**src/pkg/two_wire_pkg.sv**
```systemverilog
// Purpose: Shared constants of the two-wire bus controller
// Assumes: Byte-wide register port, 100 MHz module clock
// Notes: Offsets 0x6..0x8 hold the interrupt status, enable and clear registers
package two_wire_pkg;

  localparam int REG_ADDR_W = 4;
  localparam int REG_DATA_W = 8;

  // Register offsets
  localparam logic [3:0] OFF_SERIAL_DATA = 4'h0;
  localparam logic [3:0] OFF_BUS_STATUS = 4'h1;
  localparam logic [3:0] OFF_CONTROL_STATUS = 4'h2;
  localparam logic [3:0] OFF_CONTROL_ONE = 4'h3;
  localparam logic [3:0] OFF_OWN_SLAVE_ADDRESS = 4'h4;
  localparam logic [3:0] OFF_CONTROL_TWO = 4'h5;
  localparam logic [3:0] OFF_IRQ_STATUS = 4'h6;
  localparam logic [3:0] OFF_IRQ_ENABLE = 4'h7;
  localparam logic [3:0] OFF_IRQ_CLEAR = 4'h8;

  // bus_status fields
  localparam int BS_SLAVE_STOP = 7;
  localparam int BS_NEW_MATCH = 2;
  localparam int BS_MASTER = 1;
  // control_status fields
  localparam int CS_MATCH = 2;
  localparam int CS_BUS_BUSY = 1;
  localparam int CS_BUSY = 0;
  // control_one fields
  localparam int C1_NEW_HIT_IRQ_ON = 6;
  localparam int C1_ACK = 4;
  localparam int C1_RESERVED = 3;
  localparam int C1_UNIT_IRQ_ON = 2;
  localparam int C1_STOP = 1;
  localparam int C1_START = 0;
  // own_slave_address fields
  localparam int OA_CHECK_ON = 7;
  localparam int OWN_ADDR_W = 7;
  // control_two_clock_divider fields
  localparam int C2_DIV_MSB = 7;
  localparam int C2_DIV_LSB = 1;
  localparam int C2_ENABLE = 0;
  localparam int DIV_W = 7;
  localparam int DIV_MIN = 8;
  localparam int DIV_MAX = 127;

  // Interrupt status layout
  localparam int IRQ_W = 3;
  localparam int IRQ_NEW_HIT = 0;
  localparam int IRQ_SLAVE_STOP = 1;
  localparam int IRQ_BYTE_DONE = 2;

  // Reset values and counts
  localparam logic [7:0] REG_CLEARED = 8'h00;
  localparam logic [7:0] CONTROL_TWO_RESET = 8'h00;
  localparam logic [IRQ_W-1:0] IRQ_CLEARED = 3'h0;
  localparam logic [3:0] ADDR_LAST_BIT = 4'h7;
  localparam int HALF_PERIOD_MULT = 2;
  localparam int CLK_PERIOD_NS = 10;

endpackage : two_wire_pkg

```
**src/verilog/scl_half_period_gen.sv**
```systemverilog
// Purpose: SCL level generator for master mode, counting module clocks
// Assumes: divider steady while run is high
// Notes: Level idles high; each level lasts HALF_PERIOD_MULT * divider cycles
`timescale 1ns/1ps
module scl_half_period_gen #(
  parameter int DIV_W = two_wire_pkg::DIV_W
) (
  input wire logic clk_sys,
  input wire logic rst,
  input wire logic run,
  input wire logic [DIV_W-1:0] divider,
  output logic sclHigh,
  output logic sclEdge
);

  localparam int CNT_W = DIV_W + 1;

  if (DIV_W < 4 || DIV_W > 15)
  begin : g_badWidth
    $error("scl_half_period_gen: DIV_W out of range");
  end

  logic [CNT_W-1:0] cnt_reg;
  logic [CNT_W-1:0] reloadValue;
  logic [CNT_W-1:0] sinceEdge_reg;

  assign reloadValue = CNT_W'({divider, 1'b0}) - CNT_W'(1);
  assign sclEdge = run && (cnt_reg == '0);

  // Reload at every SCL edge so each level is a full count
  always_ff @(posedge clk_sys or posedge rst)
  begin
    if (rst)
    begin
      cnt_reg <= '0;
      sclHigh <= 1'b1;
    end
    else if (!run)
    begin
      cnt_reg <= reloadValue;
      sclHigh <= 1'b1;
    end
    else if (cnt_reg == '0)
    begin
      cnt_reg <= reloadValue;
      sclHigh <= ~sclHigh;
    end
    else
    begin
      cnt_reg <= cnt_reg - CNT_W'(1);
    end
  end

  ////////////////////////////////////////////////////////////////////////////
  // Checks
  always_ff @(posedge clk_sys or posedge rst)
  begin
    if (rst)
      sinceEdge_reg <= '0;
    else if (!run || sclEdge)
      sinceEdge_reg <= '0;
    else
      sinceEdge_reg <= sinceEdge_reg + CNT_W'(1);
  end
endmodule : scl_half_period_gen

```
**src/verilog/two_wire_unit.sv**
```systemverilog
// Purpose: Two-wire bus controller: own-address match, master SCL, registers
// Assumes: Pins sampled synchronously; open-drain pins driven low only
// Notes:
//
// Decided for this implementation: the address-and-strobe port.
`timescale 1ns/1ps
module two_wire_unit (
  input wire logic clk_sys,
  input wire logic rst,
  input wire logic [two_wire_pkg::REG_ADDR_W-1:0] regAddr,
  input wire logic [two_wire_pkg::REG_DATA_W-1:0] regWrData,
  input wire logic regWrStrobe,
  input wire logic regRdStrobe,
  output logic [two_wire_pkg::REG_DATA_W-1:0] regRdData,
  input wire logic sclIn,
  output logic sclOut,
  output logic sclOe,
  input wire logic sdaIn,
  output logic sdaOut,
  output logic sdaOe,
  output logic irq
);

  function automatic logic regHit(input logic strobe, input logic [3:0] addr,
                                  input logic [3:0] offset);
    regHit = strobe && (addr == offset);
  endfunction : regHit

  logic [7:0] serialData_reg;
  logic [7:0] controlOne_reg;
  logic [7:0] ownAddr_reg;
  logic [7:0] controlTwo_reg;
  logic slaveStop_reg;
  logic newMatchFlag_reg;
  logic matchFlag_reg;
  logic busBusy_reg;
  logic [two_wire_pkg::IRQ_W-1:0] irqStatus_reg;
  logic [two_wire_pkg::IRQ_W-1:0] irqEnable_reg;
  logic sclPrev_reg;
  logic sdaPrev_reg;
  logic addrPhase_reg;
  logic [3:0] bitCnt_reg;
  logic [7:0] shift_reg;
  logic ackPending_reg;
  logic ackDrive_reg;
  logic masterActive_reg;
  logic masterSdaLow_reg;
  logic stopping_reg;
  logic stopRelease_reg;
  logic enable;
  logic checkOn;
  logic startSeen;
  logic stopSeen;
  logic sclRise;
  logic sclFall;
  logic compareNow;
  logic newMatch;
  logic issueStart;
  logic stopDone;
  logic slaveStopEvent;
  logic sclRun;
  logic sclHigh;
  logic sclEdge;
  logic [two_wire_pkg::IRQ_W-1:0] irqEvents;
  logic [two_wire_pkg::IRQ_W-1:0] irqGate;

  assign enable = controlTwo_reg[two_wire_pkg::C2_ENABLE];
  assign checkOn = ownAddr_reg[two_wire_pkg::OA_CHECK_ON];

  ////////////////////////////////////////////////////////////////////////////
  // Bus condition detection, masked off while the unit is disabled
  always_ff @(posedge clk_sys or posedge rst)
  begin
    if (rst)
    begin
      sclPrev_reg <= 1'b1;
      sdaPrev_reg <= 1'b1;
    end
    else
    begin
      sclPrev_reg <= sclIn;
      sdaPrev_reg <= sdaIn;
    end
  end

  assign startSeen = enable && sclIn && sclPrev_reg && sdaPrev_reg && !sdaIn;
  assign stopSeen = enable && sclIn && sclPrev_reg && !sdaPrev_reg && sdaIn;
  assign sclRise = enable && sclIn && !sclPrev_reg;
  assign sclFall = enable && !sclIn && sclPrev_reg;

  always_ff @(posedge clk_sys or posedge rst)
  begin
    if (rst)
      busBusy_reg <= 1'b0;
    else if (!enable || stopSeen)
      busBusy_reg <= 1'b0;
    else if (startSeen)
      busBusy_reg <= 1'b1;
  end

  ////////////////////////////////////////////////////////////////////////////
  // Slave address reception
  always_ff @(posedge clk_sys or posedge rst)
  begin
    if (rst)
    begin
      addrPhase_reg <= 1'b0;
      bitCnt_reg <= 4'h0;
      shift_reg <= 8'h00;
    end
    else if (!enable || stopSeen)
    begin
      addrPhase_reg <= 1'b0;
      bitCnt_reg <= 4'h0;
    end
    else if (startSeen && !masterActive_reg)
    begin
      addrPhase_reg <= 1'b1;
      bitCnt_reg <= 4'h0;
    end
    else if (addrPhase_reg && sclRise)
    begin
      // Left shift lands the first bit at position six after seven bits
      shift_reg <= {shift_reg[6:0], sdaIn};
      bitCnt_reg <= bitCnt_reg + 4'h1;
      if (bitCnt_reg == two_wire_pkg::ADDR_LAST_BIT)
        addrPhase_reg <= 1'b0;
    end
  end

  // Eighth rising edge: seven address bits held, direction bit on the wire
  assign compareNow = addrPhase_reg && sclRise && (bitCnt_reg == two_wire_pkg::ADDR_LAST_BIT);
  assign newMatch = compareNow && checkOn
                    && (shift_reg[6:0] == ownAddr_reg[6:0]);

  // Acknowledge a match on the ninth clock unless software asked for a NACK
  always_ff @(posedge clk_sys or posedge rst)
  begin
    if (rst)
    begin
      ackPending_reg <= 1'b0;
      ackDrive_reg <= 1'b0;
    end
    else if (!enable || stopSeen)
    begin
      ackPending_reg <= 1'b0;
      ackDrive_reg <= 1'b0;
    end
    else if (newMatch)
      ackPending_reg <= !controlOne_reg[two_wire_pkg::C1_ACK];
    else if (sclFall)
    begin
      ackDrive_reg <= ackPending_reg;
      ackPending_reg <= 1'b0;
    end
  end

  ////////////////////////////////////////////////////////////////////////////
  // Master start and stop, SCL from the divider
  assign issueStart = enable && controlOne_reg[two_wire_pkg::C1_START] && !busBusy_reg
                      && !masterActive_reg && !stopping_reg;
  assign stopDone = stopping_reg && sclEdge;
  assign sclRun = enable && (masterActive_reg || stopping_reg);

  always_ff @(posedge clk_sys or posedge rst)
  begin
    if (rst)
    begin
      masterActive_reg <= 1'b0;
      masterSdaLow_reg <= 1'b0;
      stopping_reg <= 1'b0;
    end
    else if (!enable)
    begin
      masterActive_reg <= 1'b0;
      masterSdaLow_reg <= 1'b0;
      stopping_reg <= 1'b0;
    end
    else if (issueStart)
    begin
      masterActive_reg <= 1'b1;
      masterSdaLow_reg <= 1'b1;
    end
    else if (masterActive_reg && controlOne_reg[two_wire_pkg::C1_STOP] && sclEdge && !sclHigh)
    begin
      // SCL goes high here; SDA rises one level later to form the stop
      masterActive_reg <= 1'b0;
      stopping_reg <= 1'b1;
    end
    else if (stopDone)
    begin
      stopping_reg <= 1'b0;
      masterSdaLow_reg <= 1'b0;
    end
  end

  // Our own stop reaches the wire a cycle after release; keep it out of slave stop
  always_ff @(posedge clk_sys or posedge rst)
  begin
    if (rst)
      stopRelease_reg <= 1'b0;
    else
      stopRelease_reg <= stopDone;
  end

  assign slaveStopEvent = stopSeen && !masterActive_reg && !stopRelease_reg;

  scl_half_period_gen #(
    .DIV_W(two_wire_pkg::DIV_W)
  ) u_sclGen (
    .clk_sys(clk_sys),
    .rst(rst),
    .run(sclRun),
    .divider(controlTwo_reg[two_wire_pkg::C2_DIV_MSB:two_wire_pkg::C2_DIV_LSB]),
    .sclHigh(sclHigh),
    .sclEdge(sclEdge)
  );

  // Open-drain: only ever pull low
  assign sclOut = 1'b0;
  assign sdaOut = 1'b0;
  assign sclOe = sclRun && !sclHigh;
  assign sdaOe = ackDrive_reg || masterSdaLow_reg;

  ////////////////////////////////////////////////////////////////////////////
  // Registers
  always_ff @(posedge clk_sys or posedge rst)
  begin
    if (rst)
      controlOne_reg <= two_wire_pkg::REG_CLEARED;
    else if (!enable)
      controlOne_reg <= two_wire_pkg::REG_CLEARED;
    else if (regHit(regWrStrobe, regAddr, two_wire_pkg::OFF_CONTROL_ONE))
    begin
      controlOne_reg <= regWrData;
      controlOne_reg[two_wire_pkg::C1_RESERVED] <= 1'b0;
    end
    else
    begin
      if (issueStart)
        controlOne_reg[two_wire_pkg::C1_START] <= 1'b0;
      if (stopDone)
        controlOne_reg[two_wire_pkg::C1_STOP] <= 1'b0;
    end
  end

  // No reset: software must program the address before matching
  always_ff @(posedge clk_sys)
  begin
    if (regHit(regWrStrobe, regAddr, two_wire_pkg::OFF_OWN_SLAVE_ADDRESS))
      ownAddr_reg <= regWrData;
  end

  always_ff @(posedge clk_sys or posedge rst)
  begin
    if (rst)
      controlTwo_reg <= two_wire_pkg::CONTROL_TWO_RESET;
    else if (regHit(regWrStrobe, regAddr, two_wire_pkg::OFF_CONTROL_TWO))
      controlTwo_reg <= regWrData;
  end

  always_ff @(posedge clk_sys or posedge rst)
  begin
    if (rst)
      serialData_reg <= two_wire_pkg::REG_CLEARED;
    else if (compareNow)
      serialData_reg <= {shift_reg[6:0], sdaIn};
    else if (regHit(regWrStrobe, regAddr, two_wire_pkg::OFF_SERIAL_DATA))
      serialData_reg <= regWrData;
  end

  // Sticky status: writing one clears slave stop and new match, a same-cycle event wins; match clears on start or stop
  always_ff @(posedge clk_sys or posedge rst)
  begin
    if (rst)
    begin
      slaveStop_reg <= 1'b0;
      newMatchFlag_reg <= 1'b0;
      matchFlag_reg <= 1'b0;
    end
    else if (!enable)
    begin
      slaveStop_reg <= 1'b0;
      newMatchFlag_reg <= 1'b0;
      matchFlag_reg <= 1'b0;
    end
    else
    begin
      if (slaveStopEvent)
        slaveStop_reg <= 1'b1;
      else if (regHit(regWrStrobe, regAddr, two_wire_pkg::OFF_BUS_STATUS)
               && regWrData[two_wire_pkg::BS_SLAVE_STOP])
        slaveStop_reg <= 1'b0;
      if (newMatch)
        newMatchFlag_reg <= 1'b1;
      else if (regHit(regWrStrobe, regAddr, two_wire_pkg::OFF_BUS_STATUS)
               && regWrData[two_wire_pkg::BS_NEW_MATCH])
        newMatchFlag_reg <= 1'b0;
      if (newMatch)
        matchFlag_reg <= 1'b1;
      else if (stopSeen || startSeen)
        matchFlag_reg <= 1'b0;
    end
  end

  ////////////////////////////////////////////////////////////////////////////
  // Interrupts
  assign irqEvents = {compareNow, slaveStopEvent, newMatch};
  assign irqGate = {2'b11, controlOne_reg[two_wire_pkg::C1_NEW_HIT_IRQ_ON]};

  always_ff @(posedge clk_sys or posedge rst)
  begin
    if (rst)
      irqStatus_reg <= two_wire_pkg::IRQ_CLEARED;
    else if (regHit(regWrStrobe, regAddr, two_wire_pkg::OFF_IRQ_CLEAR))
      irqStatus_reg <= (irqStatus_reg & ~regWrData[two_wire_pkg::IRQ_W-1:0]) | irqEvents;
    else
      irqStatus_reg <= irqStatus_reg | irqEvents;
  end

  always_ff @(posedge clk_sys or posedge rst)
  begin
    if (rst)
      irqEnable_reg <= two_wire_pkg::IRQ_CLEARED;
    else if (regHit(regWrStrobe, regAddr, two_wire_pkg::OFF_IRQ_ENABLE))
      irqEnable_reg <= regWrData[two_wire_pkg::IRQ_W-1:0];
  end

  assign irq = controlOne_reg[two_wire_pkg::C1_UNIT_IRQ_ON]
               && |(irqStatus_reg & irqEnable_reg & irqGate);

  ////////////////////////////////////////////////////////////////////////////
  // Read port: data stand one cycle after the strobe, unmapped reads zero
  always_ff @(posedge clk_sys or posedge rst)
  begin
    if (rst)
      regRdData <= two_wire_pkg::REG_CLEARED;
    else if (regRdStrobe)
    begin
      case (regAddr)
        two_wire_pkg::OFF_SERIAL_DATA: regRdData <= serialData_reg;
        two_wire_pkg::OFF_BUS_STATUS:
          regRdData <= {slaveStop_reg, 4'h0, newMatchFlag_reg, masterActive_reg, 1'b0};
        two_wire_pkg::OFF_CONTROL_STATUS:
          regRdData <= {5'h00, matchFlag_reg, busBusy_reg, addrPhase_reg || masterActive_reg};
        two_wire_pkg::OFF_CONTROL_ONE: regRdData <= controlOne_reg;
        two_wire_pkg::OFF_OWN_SLAVE_ADDRESS: regRdData <= ownAddr_reg;
        two_wire_pkg::OFF_CONTROL_TWO: regRdData <= controlTwo_reg;
        two_wire_pkg::OFF_IRQ_STATUS: regRdData <= {5'h00, irqStatus_reg};
        two_wire_pkg::OFF_IRQ_ENABLE: regRdData <= {5'h00, irqEnable_reg};
        default: regRdData <= two_wire_pkg::REG_CLEARED;
      endcase
    end
    else
      regRdData <= two_wire_pkg::REG_CLEARED;
  end
endmodule : two_wire_unit

```
**config.mk**
```make
export PLATFORM = sky130hd
export DESIGN_NAME = two_wire_unit
export DESIGN_NICKNAME = d
export VERILOG_FILES = /design/src/pkg/two_wire_pkg.sv /design/src/verilog/scl_half_period_gen.sv /design/src/verilog/two_wire_unit.sv
export SDC_FILE = /design/constraint.sdc
export NUM_CORES = 1
export LEC_CHECK = 0
export BUFFER_PORTS_ARGS = -buffer_cell sky130_fd_sc_hd__buf_2
export CAP_MARGIN = 5
export CORE_UTILIZATION = 30
export CTS_CLUSTER_SIZE = 14
export DETAILED_ROUTE_END_ITERATION = 12
export HOLD_SLACK_MARGIN = 0.1
export PLACE_DENSITY_LB_ADDON = 0.2
export SLEW_MARGIN = 20
export SYNTH_ARGS = -nofsm -noshare
export SYNTH_HDL_FRONTEND = slang
export SYNTH_SLANG_ARGS = --single-unit
```
**constraint.sdc**
```tcl
create_clock -name clk_sys -period 2.2 [get_ports clk_sys]
set_input_delay 0.11 -clock clk_sys [delete_from_list [all_inputs] [get_ports clk_sys]]
set_output_delay 0.11 -clock clk_sys [all_outputs]
set_load 0.01 [all_outputs]
```
==> impl_metrics.py, run 1 <==
metrics = {
    "sta": {
        "finalClockSkew_ns": 0.00812,
        "setup_viol": 0,
        "hold_viol": 0,
        "slew_headroom": 0.645,
        "slew_violations": 0,
        "fin_crit_ns": 1.78,
        "tightestPinTransition_ns": 0.533,
        "clock.fmax_ghz": 0.561,
        "finalCritPeriodShare": 0.810,
        "finalSetupTns_ns": 0,
        "grt_setup_unrepaired": "false",
    },
    "clock_network": {
        "cts_root_buffer": "clkbuf_16",
        "cts_buffers": 9,
        "cts_sinks": 78,
        "cts_buffer_depth": 2,
        "cts_tree": "done",
        "htree_levels": 3,
        "worstSkewPairLatency_ns": 0.34,
        "cts-resized-gates": 0,
        "cts.clk_slew.worst_paths_ns": 0.06,
    },
    "synthesis": {
        "syn_inst": 370,
        "async_reset_ff_frac": 0.897,
        "synth_top_flop_cell": "dfrtp_1",
        "synthTopCellsByArea": "dfrtp_1 (44%), edfxtp_1 (6.3%), mux2i_1 (6.0%), nand2_1 (5.6%), mux2_2 (3.8%)",
        "yosysSeqAreaShare": 0.521,
        "yosys.area.top_type": "dfrtp_1",
        "syn_area_um2": 3830,
        "synth.most_common_cell": "dfrtp_1",
        "avgSynthCellArea_um2": 10.4,
        "synth_seq_cells": 78,
        "ys.warnings.count": 0,
        "synth_top_area_frac": 0.438,
        "ys_types": 57,
        "synthTopCellsByCount": "dfrtp_1 (67), nand2_1 (57), mux2i_1 (23), nor2_1 (23), o21ai_0 (18)",
        "synth_edf_count": 8,
    },
    "setup_path": {
        "crit_chain": "dlygate4sd3_1 -> buf_2 -> and4b_1 -> nand4b_1 -> or4_1 -> a211oi_1",
        "cp-end-kind": "flip-flop",
        "path_class": "input port to flip-flop",
        "arrival_ns": 2.01,
        "cp_num_buf_inv": 2,
        "required_ns": 2.43,
        "critPathLaunchType": "input port",
        "slowest_delay_ns": 0.54,
        "critPathMaxFanout": 7,
        "cp_top_family": "simple AND/OR/NAND/NOR gates",
        "slowest_stage": "or4_1",
    },
    "routing": {
        "drc": 0,
        "vias": 2855,
        "vias_per_cell": 4.94,
        "totalWireLength_um": 9770,
        "first_pass_iters": 4,
        "wl_per_cell_um": 16.9,
        "ant_nets": 0,
        "drt_iter0_drc": 224,
    },
    "grt": {
        "grt_pass1_wl_um": 15800,
        "grt_pass1_vias": 2814,
        "overflow": 0,
        "grt_max_degree": 71,
        "grt_antenna_before_repair": 0,
        "grtUsageTotal": 0.162,
    },
    "worst_hold_path": {
        "hold_class": "input port to flip-flop",
    },
    "final_layout": {
        "syn2layout_area_growth_pct": 18.6,
        "antennaDiodeCount": 0,
        "drive_gt1_frac": 0.166,
        "finish.utilization": 0.372,
        "final_nets": 427,
        "fillers": 1264,
    },
    "placed_design": {
        "gp_congestion": 0.846,
        "dp_hpwl_um": 6990,
        "port_buffers": 28,
    },
    "power_and_ir_drop": {
        "ir_drop_v": 0.000431,
        "power.density_nw_per_um2": 839,
        "p_leak_nw": 1.96,
    },
    "floorplan": {
        "boundaryPins": 31,
        "initial_utilization": 0.314,
        "dieWidth_um": 115,
        "core-area_um2": 12200,
        "die_y_um": 115,
        "row_count": 40,
        "die-area_um2": 13200,
    },
    "run_status": {
        "outcome": "completed",
    },
    "flow_run": {
        "maxCapViolations": 0,
    },
}
==> path summary, 6_finish.rpt <==
path	from	endpoint	slack, ns	cells after the start
hold / removal	regWrData[0]	controlOne_reg[0]$_DFFE_PP0P_	0.13	3
hold reg to reg	u_sclGen.cnt_reg[0]$_DFF_PP0_	u_sclGen.cnt_reg[0]$_DFF_PP0_	0.46	1
setup / recovery	sclIn	ackPending_reg$_DFFE_PP0P_	0.42	6
max in group asynchronous	rst	u_sclGen.sclHigh$_DFFE_PP1P_	1.47	4
min in group asynchronous	rst	bitCnt_reg[3]$_DFFE_PP0P_	0.38	4
setup reg to reg	u_sclGen.cnt_reg[3]$_DFF_PP0_	u_sclGen.cnt_reg[4]$_DFF_PP0_	0.44	4
==> tightest hold or removal path, cell delays in order <==
cell,delay [ns]
buf_2,0.17
nand2_1,0.08
a21oi_1,0.05
==> power by group <==
| part | switching (mW) | internal [mW] | total [mW] |
|---|---|---|---|
| logic | 0.278 | 0.251 | 0.529 |
| clock network | 0.573 | 0.941 | 1.51 |
| registers | 0.154 | 1.61 | 1.77 |
==> layout by cell type (no fill, tap or decap), types with 5 or more instances in the layout <==
cell / count
dlygate4sd3_1: 10
mux2i_1: 23
mux2_2: 13
nand2b_1: 7
xnor2_1: 16
nor2_1: 23
and3_1: 5
nand2_1: 57
o21ai_0: 18
buf_2: 28
nor2b_1: 6
nor3_1: 6
dfrtp_1: 67
clkbuf_16: 9
edfxtp_1: 8
nand4_1: 6
inv_1: 8
a21oi_1: 17
==> per-layer routing <==
layer,track usage,share of wire,wire length [um],up-vias
li1,-,-,-,1360
met1,0.231,0.49,4780,1408
met2,0.230,0.44,4310,69
met3,0.0448,0.050,486,18
met4,0.0693,0.020,197,0
met5,0,0,0,-
==> stage by stage <==
step | setup WS, ns | area (um2) | cells | hold slack [ns] | total power, mW
2_1_floorplan | 0.327 | 3830 | 371 | 0.114 | 2.12
3_3_place_gp | 0.418 | 4140 | 552 | 0.221 | 2.30
3_5_place_dp | 0.363 | 4140 | 552 | 0.225 | 2.31
4_1_cts | 0.416 | 4540 | 578 | 0.117 | 3.85
5_1_grt | 0.233 | 4540 | 578 | 0.134 | 4.00
6_report | 0.418 | 4540 | 578 | 0.129 | 3.81
==> area by class of cell <==
| class | count | area [um2] | area share |
|---|---|---|---|
| Sequential cell | 78 | 2000 | 0.440 |
| Multi-Input combinational cell | 265 | 1720 | 0.378 |
| Timing Repair Buffer | 41 | 275 | 0.0606 |
| Clock buffer | 13 | 260 | 0.0573 |
| Tap cell | 168 | 210 | 0.0463 |
| Clock inverter | 3 | 45.0 | 0.00992 |
| Inverter | 10 | 37.5 | 0.00827 |
==> logic make-up after synthesis <==
kind of cell / synth area share
multiplexers: 0.104
AO/OA/AOI/OAI: 0.108
other: 0.000979
AND/OR/NAND/NOR: 0.175
XOR/XNOR: 0.0457
adder cells (fa/ha/maj): 0.0131
flip-flops: 0.521
buffers and inverters: 0.0317
==> repair_timing <==
action,4_1_cts,5_1_grt
endpoints found under the hold margin,83,0
setup buffers,0,0
hold buffers,10,0
Note: power is estimated with default switching activity, not from simulation.
==> run 2: changes to the inputs <==
==> constraint.sdc (replaced) <==
create_clock -name clk_sys -period 1.44 [get_ports clk_sys]
set_input_delay 0.072 -clock clk_sys [delete_from_list [all_inputs] [get_ports clk_sys]]
set_output_delay 0.072 -clock clk_sys [all_outputs]
set_load 0.01 [all_outputs]
==> run 2 against run 1 <==
Compared with the run above: the flow now finishes with violations (negative setup slack); sequential power up 53%; clock skew rose by 0.0013 ns; non-clock buffer count up 58; hold slack improved by 0.045 ns; sequential share of layout area shrank 5.0 points; utilization grew 4.8 points; wire length increased by 6.1%; global-route usage increased by 1.1 points; critical path type is now flip-flop to flip-flop; critical endpoint unchanged; largest power group unchanged.
==> impl_metrics.py, run 2 (synthesis gave the netlist of run 1 again) <==
metrics = {
    "sta": {
        "finalClockSkew_ns": 0.00945,
        "finalCritPeriodShare": 1.09,
        "timing.hold.ws_ns": 0.174,
        "grt_setup_unrepaired": "true",
        "fin_crit_ns": 1.57,
        "setup_viol": 13,
        "hold_viol": 0,
        "tightestPinTransition_ns": 0.698,
        "finalSetupTns_ns": -0.943,
        "clock.fmax_ghz": 0.636,
        "slew_headroom": 0.534,
        "slew_violations": 0,
        "finalWorstSetupSlack_ns": -0.133,
    },
    "clock_network": {
        "worstSkewPairLatency_ns": 0.33,
        "cts_buffer_depth": 2,
        "cts_sinks": 78,
        "cts.clk_slew.worst_paths_ns": 0.06,
        "cts_buffers": 9,
        "htree_levels": 3,
        "cts_tree": "done",
        "cts_root_buffer": "clkbuf_16",
    },
    "floorplan": {
        "die-area_um2": 13200,
        "row_count": 40,
        "dieWidth_um": 115,
        "boundaryPins": 31,
        "core-area_um2": 12200,
        "initial_utilization": 0.314,
        "die_y_um": 115,
    },
    "run_status": {
        "violations": "negative setup slack",
        "outcome": "complete, but fails checks",
    },
    "setup_path": {
        "cp_num_buf_inv": 0,
        "slowest_delay_ns": 0.53,
        "arrival_ns": 1.82,
        "critPathLaunchType": "flip-flop",
        "required_ns": 1.69,
        "cp_top_family": "simple AND/OR/NAND/NOR gates",
        "path_class": "flip-flop to flip-flop",
        "crit_chain": "and4b_1 -> nand4b_1 -> or4_4 -> a211oi_2",
        "critPathMaxFanout": 2,
        "slowest_stage": "or4_4",
        "cp-end-kind": "flip-flop",
    },
    "routing": {
        "totalWireLength_um": 10400,
        "first_pass_iters": 4,
        "wl_per_cell_um": 16.3,
        "vias_per_cell": 4.68,
        "vias": 2976,
        "drt_iter0_drc": 127,
        "ant_nets": 0,
        "drc": 0,
    },
    "placed_design": {
        "dp_hpwl_um": 7700,
        "postPlaceCellArea_um2": 4600,
        "place_ws_ns": -0.126,
        "port_buffers": 28,
        "place_inst": 605,
        "gp_congestion": 0.792,
    },
    "final_layout": {
        "final_nets": 485,
        "drive_gt1_frac": 0.312,
        "syn2layout_area_growth_pct": 33.9,
        "layout_commonest_cell": "dfrtp_1",
        "antennaDiodeCount": 0,
        "finish.utilization": 0.420,
        "fin_area_um2": 5130,
        "mostFrequentLayoutCells": "dfrtp_1 (67), nand2_1 (54), buf_4 (54)",
        "fillers": 1230,
        "fin_cells": 636,
    },
    "grt": {
        "grt_antenna_before_repair": 0,
        "grt_max_degree": 28,
        "grt_pass1_wl_um": 17000,
        "grt_pass1_vias": 3131,
        "grtUsageTotal": 0.174,
        "overflow": 0,
    },
    "worst_hold_path": {
        "hold_class": "input port to flip-flop",
    },
    "power_and_ir_drop": {
        "ir_drop_v": 0.000668,
        "total_power_mw": 5.81,
        "p_leak_nw": 2.26,
        "power.density_nw_per_um2": 1130,
    },
    "flow_run": {
        "maxCapViolations": 0,
    },
}
==> run 2: cell types whose count changed in the layout (fill, tap and decap cells not counted), sizes merged <==
cell         change
buf             +57
bufinv           -1
clkbuf           -2
clkinv           +5
clkinvlp         -1
inv              -1
dlygate4sd3      +1
==> run 2: layout make-up <==
type / instances / area [um2] / area share
clock inverter: 5 / 26.3 / 0.00512
timing repair buffer: 99 / 767 / 0.150
inverter: 10 / 41.3 / 0.00805
multi-input combinational: 265 / 1860 / 0.362
tap: 168 / 210 / 0.0410
clock buffer: 11 / 233 / 0.0454
sequential: 78 / 2000 / 0.389
==> run 2: worst min-delay path, stage by stage <==
cell and delay [ns]:
buf_2 0.10, buf_4 0.15, nand2_2 0.07, a21oi_2 0.06
==> run 2: timing repair <==
| item | 4_1_cts | 5_1_grt |
|---|---|---|
| hold buffers | 11 | 0 |
| setup buffers | 0 | 4 |
| endpoints found under the hold margin | 46 | 0 |
| resized for setup | 3 | 27 |
| endpoints found under the setup margin | 14 | 26 |
| pin swaps | 2 | 8 |
| gates cloned | 0 | 0 |
==> run 2: power breakdown <==
part / switching [mW] / total (mW) / internal [mW] / leakage [nW]
Sequential: 0.233 / 2.70 / 2.46 / 0.984
Clock: 0.840 / 1.99 / 1.15 / 0.128
Combinational: 0.543 / 1.12 / 0.578 / 1.14
==> run 2: per-layer routing <==
metal	track usage	up-vias	part of all wire
li1	-	1483	-
met1	0.234	1428	0.47
met2	0.280	55	0.48
met3	0.0348	10	0.038
met4	0.0563	0	0.012
met5	0	-	0
==> run 2: final timing paths <==
check / slack (ns) / depth (start not counted) / end / start
min in group asynchronous: 0.40 / 3 / controlOne_reg[2]$_DFFE_PP0P_ / rst
max in group asynchronous: 0.49 / 4 / u_sclGen.cnt_reg[6]$_DFF_PP0_ / rst
worst min-delay path: 0.17 / 4 / regRdData[0]$_DFF_PP0_ / regAddr[2]
worst min register to register: 0.53 / 1 / masterSdaLow_reg$_DFFE_PP0P_ / stopping_reg$_DFFE_PP0P_
worst max-delay path: -0.13 / 4 / ackPending_reg$_DFFE_PP0P_ / sclPrev_reg$_DFF_PP1_
worst max register to register: -0.13 / 4 / ackPending_reg$_DFFE_PP0P_ / sclPrev_reg$_DFF_PP1_
==> run 3: changes to the inputs <==
==> constraint.sdc (replaced) <==
create_clock -name clk_sys -period 1.3 [get_ports clk_sys]
set_input_delay 0.065 -clock clk_sys [delete_from_list [all_inputs] [get_ports clk_sys]]
set_output_delay 0.065 -clock clk_sys [all_outputs]
set_load 0.01 [all_outputs]
==> run 3 against run 2 <==
Compared with the run above: the run still ends with negative setup slack left; final cell count up 4.1%; clock power grew 16%; design area is 6.9% higher; highest routed layer unchanged; non-clock buffer count is 26 higher.
==> impl_metrics.py, run 3 (synthesis gave the netlist of run 1 again) <==
metrics = {
    "setup_path": {
        "critPathLaunchType": "flip-flop",
        "path_class": "flip-flop to flip-flop",
        "critPathMaxFanout": 2,
        "required_ns": 1.55,
        "arrival_ns": 1.76,
        "cp-end-kind": "flip-flop",
    },
    "clock_network": {
        "worstSkewPairLatency_ns": 0.34,
        "cts_buffers": 9,
        "cts_root_buffer": "clkbuf_16",
        "cts_tree": "done",
        "htree_levels": 3,
        "cts_sinks": 78,
        "cts.clk_slew.worst_paths_ns": 0.06,
        "cts_buffer_depth": 2,
    },
    "sta": {
        "fin_crit_ns": 1.51,
        "setup_viol": 36,
        "finalWorstSetupSlack_ns": -0.215,
        "timing.hold.ws_ns": 0.167,
        "finalCritPeriodShare": 1.17,
        "finalSetupTns_ns": -4.17,
        "hold_viol": 0,
        "finalClockSkew_ns": 0.00817,
        "slew_violations": 0,
        "clock.fmax_ghz": 0.660,
        "grt_setup_unrepaired": "true",
    },
    "run_status": {
        "violations": "negative setup slack",
        "outcome": "complete, but fails checks",
    },
    "power_and_ir_drop": {
        "power_switching_mw": 1.89,
        "combPwrFrac": 0.216,
        "power.density_nw_per_um2": 1230,
        "clockPowerShare": 0.343,
        "p_leak_nw": 2.45,
        "p_int_mw": 4.84,
        "ir_drop_v": 0.000537,
        "power_frac_seq": 0.441,
        "swShare": 0.281,
    },
    "routing": {
        "vias_per_cell": 4.83,
        "totalWireLength_um": 11100,
        "routed.top_layer": "met4",
        "wl_met2_um": 5220,
        "first_pass_iters": 4,
        "drc": 0,
        "dr_wl_met3_um": 276,
        "wl_met1_um": 5510,
        "drt_iter0_drc": 138,
        "vias": 3196,
        "wl_per_cell_um": 16.8,
        "ant_nets": 0,
    },
    "floorplan": {
        "die_y_um": 115,
        "die-area_um2": 13200,
        "dieWidth_um": 115,
        "core-area_um2": 12200,
        "initial_utilization": 0.314,
        "boundaryPins": 31,
        "row_count": 40,
    },
    "final_layout": {
        "finish.utilization": 0.449,
        "fin_area_um2": 5480,
        "final_nets": 511,
        "layout_commonest_cell": "buf_4",
        "fillers": 1188,
        "drive_gt1_frac": 0.405,
        "mostFrequentLayoutCells": "buf_4 (66), dfrtp_1 (65), nand2_1 (39)",
        "antennaDiodeCount": 0,
        "syn2layout_area_growth_pct": 43.2,
    },
    "grt": {
        "grt_antenna_before_repair": 0,
        "grtUsageTotal": 0.177,
        "grt_max_degree": 30,
        "grt_pass1_wl_um": 17400,
        "overflow": 0,
        "grt_pass1_vias": 3155,
    },
    "worst_hold_path": {
        "hold_class": "input port to flip-flop",
    },
    "flow_run": {
        "maxCapViolations": 0,
    },
    "placed_design": {
        "gp_congestion": 0.853,
        "port_buffers": 28,
        "postPlaceCellArea_um2": 4720,
        "dp_hpwl_um": 8000,
    },
}
## run 3: layer usage
metal,track usage,vias up
met3,0.0337,9
met4,0.0433,0
met1,0.255,1604
met5,0,-
met2,0.273,48
li1,-,1535
## run 3: power by group through the flow
stage | clock network, mW | registers (mW) | logic (mW)
final | 2.31 | 2.97 | 1.45
after global routing | 2.46 | 3.00 | 1.59
after CTS | 2.36 | 2.96 | 1.32
after detailed placement | 0 | 2.98 | 1.24
after global placement | 0 | 2.97 | 1.23
after floorplan | 0 | 2.96 | 0.655
## run 3: final timing paths
path	startpoint	end	slack [ns]	cells past startpoint
worst max-delay path	ownAddr_reg[5]$_DFFE_PP_	ackPending_reg$_DFFE_PP0P_	-0.21	4
worst min-delay path	regAddr[1]	regRdData[7]$_DFF_PP0_	0.17	4
worst max register to register	ownAddr_reg[5]$_DFFE_PP_	ackPending_reg$_DFFE_PP0P_	-0.21	4
worst min register to register	irqStatus_reg[0]$_DFF_PP0_	irqStatus_reg[0]$_DFF_PP0_	0.50	2
max in group asynchronous	rst	sclPrev_reg$_DFF_PP1_	0.48	4
min in group asynchronous	rst	ackDrive_reg$_DFFE_PP0P_	0.28	3
## run 3: timing repair
action                                  CTS  global route
endpoints found under the setup margin   32            46
resized for setup                        31            46
cloned                                    0             1
buffers inserted                          3            10
hold endpoints to repair                 94             0
pin swaps                                14            22
hold buffers                             11             0
## run 3: cell type report
cell class              instances  area, um2  share of cell area
clock buffers                  14        254              0.0463
clock inverters                 2       10.0             0.00183
inverters                      10       41.3             0.00753
multi-input cells             265       1950               0.355
flip-flops and latches         78       2000               0.364
well taps                     168        210              0.0383
repair buffers                125       1020               0.187
## run 3: metrics by stage
| stage | power [mW] | worst slack (ns) | std cells |
|---|---|---|---|
| after global placement | 4.20 | -0.237 | 621 |
| after floorplan | 3.61 | -0.242 | 371 |
| final | 6.73 | -0.215 | 662 |
| after global routing | 7.05 | -0.296 | 662 |
| after CTS | 6.64 | -0.210 | 651 |
| after detailed placement | 4.22 | -0.260 | 621 |
## run 3: worst max-delay path, cell delays in order (launching register included)
cell and delay [ns]:
edfxtp_1 0.43, xnor2_1 0.15, nand4_1 0.12, or4_1 0.53
a211oi_2 0.18
